==> config.mk <==
export PLATFORM = sky130hd
export DESIGN_NAME = srp_sequencer
export DESIGN_NICKNAME = d
export VERILOG_FILES = /design/src/rtl/srp_pkg.sv /design/src/rtl/srp_sequencer.sv
export SDC_FILE = /design/constraint.sdc
export NUM_CORES = 1
export LEC_CHECK = 0
export BUFFER_PORTS_ARGS = -buffer_cell sky130_fd_sc_hd__buf_2
export CORE_UTILIZATION = 54
export CTS_BUF_LIST = sky130_fd_sc_hd__clkbuf_8 sky130_fd_sc_hd__clkbuf_16
export CTS_CLUSTER_DIAMETER = 60
export DETAILED_ROUTE_END_ITERATION = 6
export PLACE_DENSITY = 0.86
export RECOVER_POWER = 25
export SKIP_CTS_REPAIR_TIMING = 1
export SYNTH_ARGS = -nofsm -noshare
export SYNTH_HDL_FRONTEND = slang
export SYNTH_SLANG_ARGS = --single-unit
==> constraint.sdc <==
create_clock -name ref_clk -period 4.15 [get_ports ref_clk]
set_input_delay 0.6225 -clock ref_clk [delete_from_list [all_inputs] [get_ports ref_clk]]
set_output_delay 0.6225 -clock ref_clk [all_outputs]
set_load 0.03 [all_outputs]
==> src/rtl/srp_pkg.sv <==
/*
 * Package for the string repeat prefix sequencer: prefix and opcode codes,
 * per-iteration cycle costs, widths and the request and decoded-operation carriers.
 * Assumes nothing of its surroundings.
 */
package srp_pkg;

   // ----------------------------------------------------------------
   // Codes
   // ----------------------------------------------------------------
   localparam logic [7:0] PFX_REPEAT      = 8'hF3;
   localparam logic [7:0] OP_PORT_IN_B    = 8'h6C;
   localparam logic [7:0] OP_PORT_IN_W    = 8'h6D;
   localparam logic [7:0] OP_PORT_OUT_B   = 8'h6E;
   localparam logic [7:0] OP_PORT_OUT_W   = 8'h6F;
   localparam logic [7:0] OP_COPY_B       = 8'hA4;
   localparam logic [7:0] OP_COPY_W       = 8'hA5;
   localparam logic [7:0] OP_COMPARE_B    = 8'hA6;
   localparam logic [7:0] OP_COMPARE_W    = 8'hA7;
   localparam logic [7:0] OP_FILL_B       = 8'hAA;
   localparam logic [7:0] OP_FILL_W       = 8'hAB;
   localparam logic [7:0] OP_LOAD_B       = 8'hAC;
   localparam logic [7:0] OP_LOAD_W       = 8'hAD;
   localparam logic [7:0] OP_SCAN_B       = 8'hAE;
   localparam logic [7:0] OP_SCAN_W       = 8'hAF;

   // ----------------------------------------------------------------
   // Widths and reset values
   // ----------------------------------------------------------------
   localparam int          COUNT_W        = 16;
   localparam int          COST_W         = 24;
   localparam logic [15:0] COUNT_RST      = 16'h0000;
   localparam logic [23:0] COST_RST       = 24'h00_0000;

   // ----------------------------------------------------------------
   // Cycle costs: base plus per element
   // ----------------------------------------------------------------
   localparam logic [7:0]  BASE_XFER      = 8'h08;
   localparam logic [7:0]  BASE_XFER_W8   = 8'h0C;
   localparam logic [7:0]  BASE_LDFL      = 8'h06;
   localparam logic [7:0]  BASE_LDFL_W8   = 8'h0A;
   localparam logic [7:0]  BASE_CMP       = 8'h05;
   localparam logic [7:0]  BASE_CMP_W8    = 8'h09;
   localparam logic [7:0]  PER_XFER       = 8'h08;
   localparam logic [7:0]  PER_LOAD       = 8'h0B;
   localparam logic [7:0]  PER_FILL       = 8'h09;
   localparam logic [7:0]  PER_COMPARE    = 8'h16;
   localparam logic [7:0]  PER_SCAN       = 8'h0F;

   typedef enum logic [2:0] {
      SRP_KIND_PORT_IN  = 3'h0,
      SRP_KIND_LOAD     = 3'h1,
      SRP_KIND_COPY     = 3'h2,
      SRP_KIND_PORT_OUT = 3'h3,
      SRP_KIND_FILL     = 3'h4,
      SRP_KIND_COMPARE  = 3'h5,
      SRP_KIND_SCAN     = 3'h6
   } srp_kind_e;

   typedef struct packed {
      logic [7:0]         prefix;
      logic [7:0]         opcode;
      logic [COUNT_W-1:0] count;
   } srp_req_s;

   typedef struct packed {
      srp_kind_e kind;
      logic      word;
      logic      cond;
   } srp_op_s;

endpackage

==> src/rtl/srp_sequencer.sv <==
/*
 * Repeat prefix sequencer: steps one string instruction per iteration,
 * services interrupts between iterations, tracks the repeat count and
 * accumulates the documented cycle cost.
 * Assumes an execution unit that runs one string step per exec_req and
 * reports the zero flag, and an interrupt unit with a request/done pair.
 */
// Notes on behaviour
// - Prefix F3 with 6C/6D repeats port input into destination string.
// - Prefix F3 with AC/AD repeats loading source elements into accumulator.
// - Prefix F3 with A4/A5 repeats copying source string to destination.
// - Prefix F3 with 6E/6F repeats output of source string to port.
// - Prefix F3 with AA/AB repeats filling destination with accumulator.
// - Prefix F3 with A6/A7/AE/AF selects repeat-while-equal behaviour.
// - Each iteration: service interrupts, execute once, then decrement count.
// - Repeat count is an unsigned 16-bit value.
// - Count reaching zero ends repetition; next instruction follows.
// - Count tested before every iteration; zero on entry runs nothing.
// - Conditional form ends when count is zero or zero flag clear.
// - Both spellings of the repeat-while-zero prefix decode identically.
// - The prefix leaves flags unchanged; only the string step changes them.
// - Input, copy, output cost 8+8n; word forms on 8-bit bus 12+8n.
// - Load 6+11n, fill 6+9n; word forms on 8-bit bus start at 10.
// - Compare 5+22n, scan 5+15n; word forms on 8-bit bus start at 9.
`timescale 1ns/1ps

module srp_sequencer
   import srp_pkg::*;
(
   input  wire logic               ref_clk,
   input  wire logic               reset,
   input  wire logic               start,
   input  wire srp_req_s           req,
   input  wire logic               bus8,
   input  wire logic               irq_pending,
   input  wire logic               irq_done,
   input  wire logic               exec_done,
   input  wire logic               zero_flag,
   output logic                    busy,
   output logic                    reject,
   output logic                    irq_service,
   output logic                    exec_req,
   output srp_op_s                 exec_op,
   output logic [COUNT_W-1:0]      repeat_count_register,
   output logic                    done,
   output logic [COST_W-1:0]       cycle_cost
);

   // ----------------------------------------------------------------
   // Decode
   // ----------------------------------------------------------------
   typedef enum logic [5:0] {
      ST_IDLE  = 6'b00_0001,
      ST_CHECK = 6'b00_0010,
      ST_IRQ   = 6'b00_0100,
      ST_EXEC  = 6'b00_1000,
      ST_TEST  = 6'b01_0000,
      ST_DONE  = 6'b10_0000
   } srp_state_e;

   srp_op_s    dec_op;
   logic       dec_ok;
   logic [7:0] dec_base;
   logic [7:0] dec_per;

   // One prefix code serves both spellings of the while-equal form
   always_comb begin
      dec_op   = '{kind: SRP_KIND_PORT_IN, word: 1'b0, cond: 1'b0};
      dec_ok   = (req.prefix == PFX_REPEAT);
      dec_op.word = req.opcode[0];
      unique case (req.opcode)
         OP_PORT_IN_B, OP_PORT_IN_W:   dec_op.kind = SRP_KIND_PORT_IN;
         OP_LOAD_B, OP_LOAD_W:         dec_op.kind = SRP_KIND_LOAD;
         OP_COPY_B, OP_COPY_W:         dec_op.kind = SRP_KIND_COPY;
         OP_PORT_OUT_B, OP_PORT_OUT_W: dec_op.kind = SRP_KIND_PORT_OUT;
         OP_FILL_B, OP_FILL_W:         dec_op.kind = SRP_KIND_FILL;
         OP_COMPARE_B, OP_COMPARE_W: begin
            dec_op.kind = SRP_KIND_COMPARE;
            dec_op.cond = 1'b1;
         end
         OP_SCAN_B, OP_SCAN_W: begin
            dec_op.kind = SRP_KIND_SCAN;
            dec_op.cond = 1'b1;
         end
         default: dec_ok = 1'b0;
      endcase
   end

   // Word forms on the 8-bit bus pay a larger base cost
   always_comb begin
      dec_base = BASE_XFER;
      dec_per  = PER_XFER;
      unique case (dec_op.kind)
         SRP_KIND_PORT_IN, SRP_KIND_COPY, SRP_KIND_PORT_OUT: begin
            dec_base = (dec_op.word && bus8) ? BASE_XFER_W8 : BASE_XFER;
            dec_per  = PER_XFER;
         end
         SRP_KIND_LOAD: begin
            dec_base = (dec_op.word && bus8) ? BASE_LDFL_W8 : BASE_LDFL;
            dec_per  = PER_LOAD;
         end
         SRP_KIND_FILL: begin
            dec_base = (dec_op.word && bus8) ? BASE_LDFL_W8 : BASE_LDFL;
            dec_per  = PER_FILL;
         end
         SRP_KIND_COMPARE: begin
            dec_base = (dec_op.word && bus8) ? BASE_CMP_W8 : BASE_CMP;
            dec_per  = PER_COMPARE;
         end
         SRP_KIND_SCAN: begin
            dec_base = (dec_op.word && bus8) ? BASE_CMP_W8 : BASE_CMP;
            dec_per  = PER_SCAN;
         end
         default: begin
            dec_base = BASE_XFER;
            dec_per  = PER_XFER;
         end
      endcase
   end

   // ----------------------------------------------------------------
   // Sequencer
   // ----------------------------------------------------------------
   srp_state_e         state;
   srp_state_e         next_state;
   srp_op_s            next_exec_op;
   logic [COUNT_W-1:0] next_repeat_count_register;
   logic [COST_W-1:0]  next_cycle_cost;
   logic [7:0]         per_cost;
   logic [7:0]         next_per_cost;
   logic               next_reject;

   always_comb begin
      next_state                 = state;
      next_exec_op               = exec_op;
      next_repeat_count_register = repeat_count_register;
      next_cycle_cost            = cycle_cost;
      next_per_cost              = per_cost;
      next_reject                = 1'b0;
      unique case (state)
         ST_IDLE: begin
            if (start && dec_ok) begin
               next_exec_op               = dec_op;
               next_repeat_count_register = req.count;
               next_cycle_cost            = {16'h0000, dec_base};
               next_per_cost              = dec_per;
               next_state                 = ST_CHECK;
            end else if (start) begin
               next_reject = 1'b1;
            end
         end
         ST_CHECK: begin
            if (repeat_count_register == COUNT_RST) begin
               next_state = ST_DONE;
            end else if (irq_pending) begin
               next_state = ST_IRQ;
            end else begin
               next_state = ST_EXEC;
            end
         end
         ST_IRQ: begin
            // Count and operation stay held, so the loop resumes in place
            if (irq_done) begin
               next_state = ST_CHECK;
            end
         end
         ST_EXEC: begin
            if (exec_done) begin
               next_repeat_count_register = repeat_count_register - 16'h0001;
               next_cycle_cost = cycle_cost + {16'h0000, per_cost};
               next_state      = ST_TEST;
            end
         end
         ST_TEST: begin
            // Plain form ignores the zero flag; only the count ends it
            if (exec_op.cond && !zero_flag) begin
               next_state = ST_DONE;
            end else begin
               next_state = ST_CHECK;
            end
         end
         ST_DONE: begin
            next_state = ST_IDLE;
         end
      endcase
   end

   always_ff @(posedge ref_clk) begin
      if (reset) begin
         state                 <= ST_IDLE;
         exec_op               <= '{kind: SRP_KIND_PORT_IN, word: 1'b0, cond: 1'b0};
         repeat_count_register <= COUNT_RST;
         cycle_cost            <= COST_RST;
         per_cost              <= 8'h00;
         reject                <= 1'b0;
      end else begin
         state                 <= next_state;
         exec_op               <= next_exec_op;
         repeat_count_register <= next_repeat_count_register;
         cycle_cost            <= next_cycle_cost;
         per_cost              <= next_per_cost;
         reject                <= next_reject;
      end
   end

   // Flags are never driven here; the execution unit alone owns them
   assign busy        = (state != ST_IDLE);
   assign irq_service = (state == ST_IRQ);
   assign exec_req    = (state == ST_EXEC);
   assign done        = (state == ST_DONE);
endmodule

==> results of run 1 <==
[layout by cell type, fill, tap and decap left out, types with 6 or more instances in the layout]
cell,count
buf_2,63
dfxtp_1,57
a21oi_1,37
nor2_1,33
nand2_1,32
clkbuf_1,26
nand2b_1,21
o31ai_1,19
inv_1,15
nor3_1,15
o311ai_0,15
o21ai_0,13
mux2i_1,13
clkbuf_8,12
and3_1,11
nand4_1,7
or3_1,7
nand3_1,6
o2111ai_1,6
a31oi_1,6
ha_1,6
[cell families after synthesis]
kind of cell             after synthesis  synth area share
buffers and inverters                 43            0.0587
flip-flops                            57             0.324
AND/OR/NAND/NOR                      168             0.276
AO/OA/AOI/OAI                        132             0.269
multiplexers                          13            0.0370
adder cells (fa/ha/maj)                7            0.0270
XOR/XNOR                               3           0.00747
[synthesized netlist by cell type (all sizes together), types with 2 or more instances]
master,instances
nand3b,3
nand2,33
a221oi,2
o21ai,15
inv,13
o2111ai,6
clkbuf,10
or2,2
o311ai,16
nor4,8
nor2b,3
a21oi,40
a211o,3
or4,2
dfxtp,57
and4,3
nand2b,21
nor3,16
a31oi,7
o211ai,5
o22ai,2
nor2,35
a21o,3
or3,7
a211oi,5
o31ai,19
and3,11
xnor2,3
o21a,2
mux2i,13
nand3,7
ha,6
nand4,7
nor3b,5
buf,20
[final cells by class]
cell class | instances | area (um2)
Fill cell | 551 | 2230
Multi-Input combinational cell | 323 | 2170
Sequential cell | 57 | 1140
Timing Repair Buffer | 90 | 420
Clock buffer | 12 | 165
Tap cell | 77 | 96.3
Inverter | 13 | 48.8
Clock inverter | 4 | 42.5
[where the power goes]
| part | internal, mW | leakage, nW | switching [mW] |
|---|---|---|---|
| clock | 0.321 | 0.115 | 0.215 |
| sequential | 0.597 | 0.462 | 0.0678 |
| combinational | 0.208 | 0.985 | 0.484 |
[metal layers]
layer / track usage / up-vias
li1: - / 1734
met1: 0.345 / 1733
met2: 0.479 / 161
met3: 0.0440 / 28
met4: 0.153 / 0
met5: 0 / -
[worst max path at each step]
stage,from,endpoint,slack (ns),cells after the start
3_5_place_dp,req[19],repeat_count_register[11]$_SDFFE_PP0P_,1.52,6
5_1_grt,state[1]$_SDFFE_PP0P_,repeat_count_register[11]$_SDFFE_PP0P_,1.32,6
4_1_cts,state[1]$_SDFFE_PP0P_,repeat_count_register[0]$_SDFFE_PP0P_,1.56,6
3_3_place_gp,req[19],repeat_count_register[11]$_SDFFE_PP0P_,1.60,6
6_report,state[1]$_SDFFE_PP0P_,repeat_count_register[0]$_SDFFE_PP0P_,1.51,6
2_1_floorplan,cycle_cost[0]$_SDFFE_PP0P_,cycle_cost[16]$_SDFFE_PP0P_,1.80,9
[registers in the layout (all words and copies together) (netlist names)]
signal	flops
state	6
exec_op	5
per_cost	5
repeat_count_register	16
reject	1
cycle_cost	24
[worst register-to-register path: stages (launching register included)]
cell	delay, ns
dfxtp_1	0.37
nor3_2	0.25
and3_1	0.42
inv_1	0.17
a21oi_4	0.83
nor2_2	0.21
a221oi_2	0.29
==> impl_results.md, run 1 <==
- Outcome: complete, no violations
- Crit-path max FO: 42
- Worst Setup Path Type: reg2reg
- Max Transition Viols Final: 0
- Initial Utilization: 0.557
- Syn Inst Count: about 420
- Layout cells sized above 1: 0.204
- Pwr dens: between 400 and 500 nW/um2
- Largest net degree at the start of global routing: 43
- Min Hold Slack: about 0.45 ns
- Unique masters post-synth: 66
- Final setup viols: 0
- Worst Hold End: exec_op[4]$_SDFFE_PP0P_
- Clock slew seen by the registers of the worst setup and hold paths: 0.06 ns
- Avg Cell Area, Syn: a little over 8 um2
- #FFs+latches synth: 57
- Starting DRT DRC Count: around 270
- P&R area growth vs syn: 16.1%
- HP Class: reg2reg
- Mapped cell area: 3520 um2
- CP startpoint kind: flip-flop
- Vias in the first global route: 3310
- Crit-path slowest cell: a21oi_4
- RR Endpoint: repeat_count_register[0]$_SDFFE_PP0P_
- Period minus WS final: 2.64 ns
- Die Wd: slightly above 80 um
- WL/cell: approximately 16 um
- Final Hold Vio Count: 0
- Max-Cap Viols: 0
- Slew headroom: 0.243
- Initial antenna violation count: 0
- Final TNS setup: 0 ns
- Metal3 WL: ~610 um
- Most used flip-flop cell after synthesis: dfxtp_1
- All-Layer GR Usage: 0.284
- Final Cycle Share: 0.635
- Top achievable clock speed: approximately 380 MHz
- Required time of the critical path: between 4 and 5 ns
- Internal reg-to-reg setup slack: 1.51 ns
- Worst reg2reg path depth: 6
- Routed vias/inst: about 6.3
- Final Worst Setup Slack: 1.51 ns
- Max IR drop VDD: between 0.2 and 0.3 mV
- Async SR Flop Fraction: 0
- Grt total ovfl: 0
- N_diodes: 0
- Placed Cells: between 500 and 600
- Worst slew pin tran: between 1 and 1.5 ns
- DRT met1 WL: ~4 mm
- Number of flops mapped to enable cells by yosys: 0
- Top cell type's share of synthesized area: 0.324
- Final Non-Filler Cells: ~580
- RSZ-0062 raised after global routing: false
- Final Core Density: 0.647
- Top Metal Used: met4
- Met2 routed wirelength: ~4.5 mm
- Cell Chain, Critical Path: nor3_2 > and3_1 > inv_1 > a21oi_4 > nor2_2 > a221oi_2
- Hold Crit Depth: 2
- Leakage: 1.56 nW
- Post-Route WL: a little over 9 mm
- Total power: about 1.9 mW
- Clock Sinks: 57
- Worst Path Buf+Inv: 1
- Drc violations: 0
- Crit end category: flip-flop
- Worst r2r src: state[1]$_SDFFE_PP0P_
- Min-delay src: exec_op[4]$_SDFFE_PP0P_
- Clock Latency Late Sink: approximately 0.33 ns
- CP peak stage delay: around 0.83 ns
- First-pass GRT wire length: about 15 mm
- Yosys warnings: 0
- H-tree levels: 3
- I/O pins: 90
- Final instance area: between 4000 and 5000 um2
- DR vias: 3656
- Clk_skew: roughly 0.0042 ns
- Num rows: 29
- Yosys top cell by area: dfxtp_1
- Post-DRT Antenna Nets: 0
- Clock root cell: clkbuf_8
- CORE AREA: around 6300 um2
- Placer Congestion: around 0.86
- Post-Syn Nets: 470
- CTS buffer count: 9
- PortBufs: 89
- CTS Buffer Depth: 2
- Placed Area: between 3000 and 4000 um2
- Nets: roughly 540
- DP Worst Slack: between 1.5 and 2 ns
- Arrival time worst endpoint: about 2.9 ns
- Top cell family by delay on the critical path: compound AO/OA/AOI/OAI gates
- Die Span Y: ~83 um
- Top area cells in the synthesized netlist: dfxtp_1 (32%), a21oi_1 (5.3%), o31ai_1 (4.1%), nand2b_1 (3.7%), o311ai_0 (3.7%)
- Drt pass-1 iters: 5
- Hpwl dp: around 6.4 mm
- Sequential-to-total area share from yosys stat: 0.324
- Die ar.: just under 7000 um2
- CTS tree: yes
Note: power is estimated with default switching activity, not from simulation.
==> inputs of run 2 (changes only) <==
--- a/config.mk
+++ b/config.mk
@@ -5,12 +5,13 @@
 export SDC_FILE = /design/constraint.sdc
 export NUM_CORES = 1
 export LEC_CHECK = 0
+export ABC_AREA = 1
 export BUFFER_PORTS_ARGS = -buffer_cell sky130_fd_sc_hd__buf_2
 export CORE_UTILIZATION = 54
 export CTS_BUF_LIST = sky130_fd_sc_hd__clkbuf_8 sky130_fd_sc_hd__clkbuf_16
 export CTS_CLUSTER_DIAMETER = 60
 export DETAILED_ROUTE_END_ITERATION = 6
-export PLACE_DENSITY = 0.86
+export PLACE_DENSITY = 0.85
 export RECOVER_POWER = 25
 export SKIP_CTS_REPAIR_TIMING = 1
 export SYNTH_ARGS = -nofsm -noshare
==> constraint.sdc (replaced) <==
create_clock -name ref_clk -period 2.55 [get_ports ref_clk]
set_input_delay 0.3825 -clock ref_clk [delete_from_list [all_inputs] [get_ports ref_clk]]
set_output_delay 0.3825 -clock ref_clk [all_outputs]
set_load 0.03 [all_outputs]
==> impl_results.md, run 2 <==
- N_diodes: 0 (unchanged)
- Max-Cap Viols: 0 (unchanged)
- CP startpoint kind: flip-flop
- Period minus WS final: between 2 and 2.5 ns
- Worst reg2reg path depth: 13 (+7)
- Clock Latency Late Sink: 0.35 ns (+0.02 ns)
- Final Worst Setup Slack: 0.217 ns (-1.30 ns)
- Yosys warnings: 0 (unchanged)
- Switch Pwr: 1.49 mW (+95%)
- Top cell type's share of synthesized area: 0.291 (-0.0335)
- Sequential-to-total area share from yosys stat: 0.291 (-0.0335)
- Yosys top cell by area: dfxtp_1
- Pwr dens: 765 nW/um2 (+65%)
- Clk_skew: 0.0107 ns (+0.00652 ns)
- Most used flip-flop cell after synthesis: dfxtp_1
- Crit end category: primary output
- Clock slew seen by the registers of the worst setup and hold paths: 0.07 ns (about the same)
- Layout cells sized above 1: 0.130 (-0.0748)
- Slew headroom: 0.627 (+0.384)
- Clock root cell: clkbuf_8
- Hpwl dp: 7.98 mm (+25%)
- Final Hold Vio Count: 0 (unchanged)
- Post-DRT Antenna Nets: 0 (unchanged)
- RSZ-0062 raised after global routing: false
- DR vias: 4591 (+26%)
- Leakage: 2.24 nW (+43%)
- Worst r2r src: cycle_cost[0]$_SDFFE_PP0P_
- Worst Setup Path Type: reg2out
- Cell-internal power: 2.04 mW (+81%)
- Crit-path max FO: 17 (-60%)
- Number of flops mapped to enable cells by yosys: 0 (unchanged)
- Final Cycle Share: 0.915
- DP Worst Slack: 0.366 ns (-1.16 ns)
- Most frequent cells in the layout: nand2_1 (197), nor2_1 (113), inv_1 (90), buf_2 (65), dfxtp_1 (57)
- CTS tree: yes
- Grt total ovfl: 0 (unchanged)
- All-Layer GR Usage: 0.296 (+0.0117)
- Top area cells in the synthesized netlist: dfxtp_1 (29%), nand2_1 (19%), nor2_1 (11%), inv_1 (8.3%), nand3_1 (6.8%)
- Unique masters post-synth: 38 (-42%)
- Required time of the critical path: 2.17 ns (-2.22 ns)
- Num rows: 30 (+3.4%)
- Internal reg-to-reg setup slack: 0.29 ns (-1.22 ns)
- PortBufs: 89 (unchanged)
- H-tree levels: 3 (unchanged)
- Top-count cell post-synth: nand2_1
- Nets: 806 (+49%)
- Initial Utilization: 0.568 (+0.0109)
- P&R area growth vs syn: 17.7%
- Placer Congestion: 0.965 (+12%)
- Routed vias/inst: 5.34 (-16%)
- Die Span Y: 87.2 um (+5.5%)
- Drc violations: 0 (unchanged)
- Final Core Density: 0.668 (+0.0216)
- Combinational Power Share: 0.406 (+0.040)
- Synth top cells by count: nand2_1 (196), nor2_1 (112), inv_1 (87), dfxtp_1 (57), nand3_1 (53)
- Initial antenna violation count: 0 (unchanged)
- Worst Setup SP: state[5]$_SDFFE_PP0P_
- Starting DRT DRC Count: 271 (-1.1%)
- Final TNS setup: 0 ns (unchanged)
- Top achievable clock speed: about 430 MHz
- WL/cell: 12.6 um (-22%)
- Post-Syn Nets: 718 (+53%)
- CTS Buffer Depth: 2 (unchanged)
- Clock power frac: 0.274 (-0.009)
- Vias in the first global route: 4046 (+22%)
- Avg Cell Area, Syn: 5.85 um2 (-30%)
- Largest regs: cycle_cost: 24 flops, repeat_count_register: 16 flops, state: 6 flops
- Sequential fraction of design power: 0.321 (-0.030)
- Most common cell after layout, fill and taps aside: nand2_1
- Clock Sinks: 57 (unchanged)
- Max IR drop VDD: 0.391 mV (+42%)
- I/O pins: 90 (unchanged)
- Largest Register: cycle_cost
- Largest net degree at the start of global routing: 28 (-35%)
- Drt pass-1 iters: 5 (unchanged)
- CTS buffer count: 9 (unchanged)
- Syn Inst Count: 671 (+59%)
- RR Endpoint: cycle_cost[10]$_SDFFE_PP0P_
- Post-Route WL: 10.8 mm (+16%)
- Outcome: complete, no violations
- HP Class: in2reg
- CORE AREA: 6910 um2 (+9.4%)
- Final setup viols: 0 (unchanged)
- Max Transition Viols Final: 0 (unchanged)
- Max reg flops: 24 (unchanged)
- #FFs+latches synth: 57 (unchanged)
- Async SR Flop Fraction: 0 (unchanged)
- Mapped cell area: 3920 um2 (+12%)
- Sw frac: 0.423 (+0.0177)
- Worst Setup EP: exec_req
- Arrival time worst endpoint: 1.95 ns (-0.93 ns)
- Worst slew pin tran: 0.555 ns (-0.579 ns)
- First-pass GRT wire length: 17.9 mm (+20%)
- Die Wd: 87.2 um (+5.5%)
- Die ar.: 7610 um2 (+11%)
[run 2: power groups by stage]
stage               sequential [mW]  combinational, mW  clock (mW)
floorplan                      1.33              0.890           0
global placement               1.14               1.39           0
detailed placement             1.15               1.44           0
CTS                            1.13               1.45       0.970
global route                   1.14               1.59        1.02
finish                         1.13               1.43       0.967
[run 2: final cells by class]
cell class / count / area, um2
clock inverter: 5 / 71.3
inverter: 89 / 337
multi-input combinational: 505 / 2320
timing repair buffer: 97 / 475
fill: 663 / 2290
tap: 96 / 120
sequential: 57 / 1140
clock buffer: 11 / 151
[run 2: logic make-up after synthesis]
kind of cell / share of synthesized area
flops: 0.291
xor+xnor: 0.0134
buf+inv: 0.115
compound gates: 0.116
simple gates: 0.441
fa+ha+maj: 0.0242
[run 2: metal layers]
layer	vias to the layer above	share of wire	wire length, um	global-route usage
met5	-	0	0	0
met4	0	0.026	282	0.121
met1	2063	0.45	4840	0.387
li1	2300	-	-	-
met2	196	0.46	4970	0.492
met3	32	0.066	717	0.0389
[run 2: how the worst min path moves through the flow]
| stage | endpoint | cells past startpoint | start | slack (ns) |
|---|---|---|---|---|
| finish | reject$_SDFF_PP0_ | 3 | start | 0.30 |
| detailed placement | exec_op[2]$_SDFFE_PP0P_ | 2 | exec_op[2]$_SDFFE_PP0P_ | 0.43 |
| CTS | reject$_SDFF_PP0_ | 3 | start | 0.29 |
| global route | reject$_SDFF_PP0_ | 3 | start | 0.31 |
| global placement | exec_op[2]$_SDFFE_PP0P_ | 2 | exec_op[2]$_SDFFE_PP0P_ | 0.44 |
| floorplan | per_cost[3]$_SDFFE_PP0P_ | 2 | per_cost[3]$_SDFFE_PP0P_ | 0.45 |
[run 2: metrics by stage]
step / std cells / hold slack [ns] / power (mW) / area (um2)
2_1_floorplan: 671 / 0.448 / 2.22 / 3920
3_3_place_gp: 844 / 0.435 / 2.54 / 4430
3_5_place_dp: 844 / 0.435 / 2.59 / 4430
4_1_cts: 860 / 0.294 / 3.54 / 4660
5_1_grt: 860 / 0.313 / 3.75 / 4620
6_report: 860 / 0.297 / 3.53 / 4620
[run 2: critical path: stages (launching register included)]
cell,delay (ns)
dfxtp_1,0.32
nor2_1,0.25
nand3_2,0.35
inv_1,0.40
buf_2,0.27
==> inputs of run 3 (changes only) <==
--- a/config.mk
+++ b/config.mk
@@ -7,11 +7,14 @@
 export LEC_CHECK = 0
 export ABC_AREA = 1
 export BUFFER_PORTS_ARGS = -buffer_cell sky130_fd_sc_hd__buf_2
-export CORE_UTILIZATION = 54
+export CELL_PAD_IN_SITES_DETAIL_PLACEMENT = 2
+export CELL_PAD_IN_SITES_GLOBAL_PLACEMENT = 2
+export CORE_ASPECT_RATIO = 0.9
+export CORE_UTILIZATION = 28
 export CTS_BUF_LIST = sky130_fd_sc_hd__clkbuf_8 sky130_fd_sc_hd__clkbuf_16
 export CTS_CLUSTER_DIAMETER = 60
 export DETAILED_ROUTE_END_ITERATION = 6
-export PLACE_DENSITY = 0.85
+export PLACE_DENSITY = 0.86
 export RECOVER_POWER = 25
 export SKIP_CTS_REPAIR_TIMING = 1
 export SYNTH_ARGS = -nofsm -noshare
==> impl_results.md, run 3 (synthesized netlist as in run 2, its figures left out) <==
- Outcome: complete, no violations
- Worst Setup Path Type: reg2out
- Slew headroom: 0.530 (-0.0967)
- Cell-internal power: 2.22 mW (+8.7%)
- Worst r2r src: cycle_cost[0]$_SDFFE_PP0P_
- Max-Cap Viols: 0 (unchanged)
- Final Hold Vio Count: 0 (unchanged)
- Die Span Y: 114 um (+31%)
- Final Cycle Share: 0.918 (+0.00323)
- Crit-path max FO: 27 (+10)
- DR vias: 4762 (+3.7%)
- Clock power frac: 0.308 (+0.034)
- WL/cell: 17.0 um (+35%)
- Placer Congestion: 0.845 (-12%)
- PortBufs: 89 (unchanged)
- Nets: 808 (+0.25%)
- Drt pass-1 iters: 4 (-1)
- H-tree levels: 3 (unchanged)
- Layout cells sized above 1: 0.136 (+0.00654)
- Worst slew pin tran: 0.699 ns (+0.144 ns)
- DP Worst Slack: 0.239 ns (-0.127 ns)
- Worst reg2reg path depth: 11 (-2)
- Internal reg-to-reg setup slack: 0.21 ns (-0.08 ns)
- Starting DRT DRC Count: 158 (-42%)
- CP startpoint kind: flip-flop
- Vias in the first global route: 5193 (+28%)
- Final Worst Setup Slack: 0.209 ns (-0.00824 ns)
- Max reg flops: 24 (unchanged)
- Die Wd: 127 um (+45%)
- Combinational Power Share: 0.399 (-0.007)
- Die ar.: 14500 um2 (+90%)
- Clock Latency Late Sink: 0.34 ns (about the same)
- CTS tree: yes
- Required time of the critical path: 2.17 ns (about the same)
- Arrival time worst endpoint: 1.96 ns (about the same)
- Num rows: 40 (+33%)
- Max Transition Viols Final: 0 (unchanged)
- I/O pins: 90 (unchanged)
- Fillers: 1726 (+160%)
- Final setup viols: 0 (unchanged)
- Most common cell after layout, fill and taps aside: nand2_1
- Placed Cells: 918 (+8.8%)
- RR Endpoint: cycle_cost[14]$_SDFFE_PP0P_
- RSZ-0062 raised after global routing: false
- P&R area growth vs syn: 22.2%
- Drc violations: 0 (unchanged)
- Most frequent cells in the layout: nand2_1 (196), nor2_1 (112), inv_1 (87), buf_2 (65), dfxtp_1 (57)
- Largest Register: cycle_cost
- HP Class: in2reg
- Worst Setup EP: exec_req
- Clk_skew: 0.00634 ns (-0.00436 ns)
- Pwr dens: 819 nW/um2 (+7.1%)
- Final TNS setup: 0 ns (unchanged)
- Sw frac: 0.435 (+0.0127)
- Period minus WS final: 2.34 ns (+0.00824 ns)
- Post-Route WL: 15.9 mm (+47%)
- Largest net degree at the start of global routing: 28 (unchanged)
- Clock slew seen by the registers of the worst setup and hold paths: 0.05 ns (-0.02 ns)
- Hpwl dp: 12.1 mm (+51%)
- CTS Buffer Depth: 2 (unchanged)
- CTS buffer count: 9 (unchanged)
- Routed vias/inst: 5.11 (-4.3%)
- Leakage: 2.27 nW (+1.4%)
- Crit end category: primary output
- N_diodes: 0 (unchanged)
- Initial antenna violation count: 0 (unchanged)
- Max IR drop VDD: 0.301 mV (-23%)
- Switch Pwr: 1.71 mW (+15%)
- Clock root cell: clkbuf_16
- CORE AREA: 13500 um2 (+96%)
- Largest regs: cycle_cost: 24 flops, repeat_count_register: 16 flops, state: 6 flops
- Sequential fraction of design power: 0.292 (-0.029)
- Final Non-Filler Cells: 932 (+8.4%)
- First-pass GRT wire length: 26.4 mm (+48%)
- Clock Sinks: 57 (unchanged)
- Final Core Density: 0.355 (-0.314)
- Post-DRT Antenna Nets: 0 (unchanged)
- All-Layer GR Usage: 0.231 (-0.0652)
- Grt total ovfl: 0 (unchanged)
- Initial Utilization: 0.290 (-0.278)
- Top achievable clock speed: 427 MHz (-0.35%)
- Worst Setup SP: state[5]$_SDFFE_PP0P_
-- run 3: cell types whose count changed in the layout (fill, tap and decap cells not counted) --
cell,delta
buf_4,+2
bufinv_16,-1
clkbuf_16,+9
clkbuf_8,-10
clkinv_2,+3
inv_1,-3
nand2_1,-1
nand2_4,+1
nor2_1,-1
nor2_2,+1
-- run 3: layout make-up --
class | count | area [um2] | area share
clock buffers | 10 | 239 | 0.0499
clock inverters | 4 | 45.0 | 0.00940
inverters | 89 | 337 | 0.0702
multi-input cells | 505 | 2330 | 0.486
flip-flops and latches | 57 | 1140 | 0.238
well taps | 168 | 210 | 0.0439
repair buffers | 99 | 490 | 0.102
-- run 3: power groups by stage --
stage	Clock (mW)	Sequential (mW)	Combinational (mW)
5_1_grt	1.26	1.16	1.74
2_1_floorplan	0	1.33	0.890
3_5_place_dp	0	1.16	1.57
3_3_place_gp	0	1.15	1.46
4_1_cts	1.23	1.14	1.61
6_report	1.21	1.15	1.57
-- run 3: worst max-delay path: stages, from the launching register on --
cell,delay [ns]
dfxtp_1,0.33
nor2_2,0.21
nand3_2,0.13
buf_4,0.26
inv_1,0.26
buf_4,0.21
buf_2,0.20
-- run 3: worst min path at each step --
stage                             start                  endpoint  slack [ns]  cells after the start
6_report                          start         reject$_SDFF_PP0_        0.33                      3
5_1_grt                           start         reject$_SDFF_PP0_        0.34                      3
4_1_cts                           start         reject$_SDFF_PP0_        0.32                      3
3_5_place_dp    exec_op[2]$_SDFFE_PP0P_   exec_op[2]$_SDFFE_PP0P_        0.47                      2
3_3_place_gp    exec_op[2]$_SDFFE_PP0P_   exec_op[2]$_SDFFE_PP0P_        0.45                      2
2_1_floorplan  per_cost[3]$_SDFFE_PP0P_  per_cost[3]$_SDFFE_PP0P_        0.45                      2
-- run 3: metal layers --
metal | part of all wire | routed length (um) | global-route usage
met1 | 0.47 | 7460 | 0.286
met2 | 0.49 | 7800 | 0.418
met3 | 0.024 | 381 | 0.0285
met4 | 0.014 | 223 | 0.0690
met5 | 0 | 0 | 0
-- run 3: metrics by stage --
step	total power, mW	hold WS [ns]	area [um2]
floorplan	2.22	0.448	3920
global placement	2.61	0.454	4540
detailed placement	2.72	0.466	4540
CTS	3.98	0.317	4820
global route	4.17	0.341	4790
finish	3.93	0.325	4790
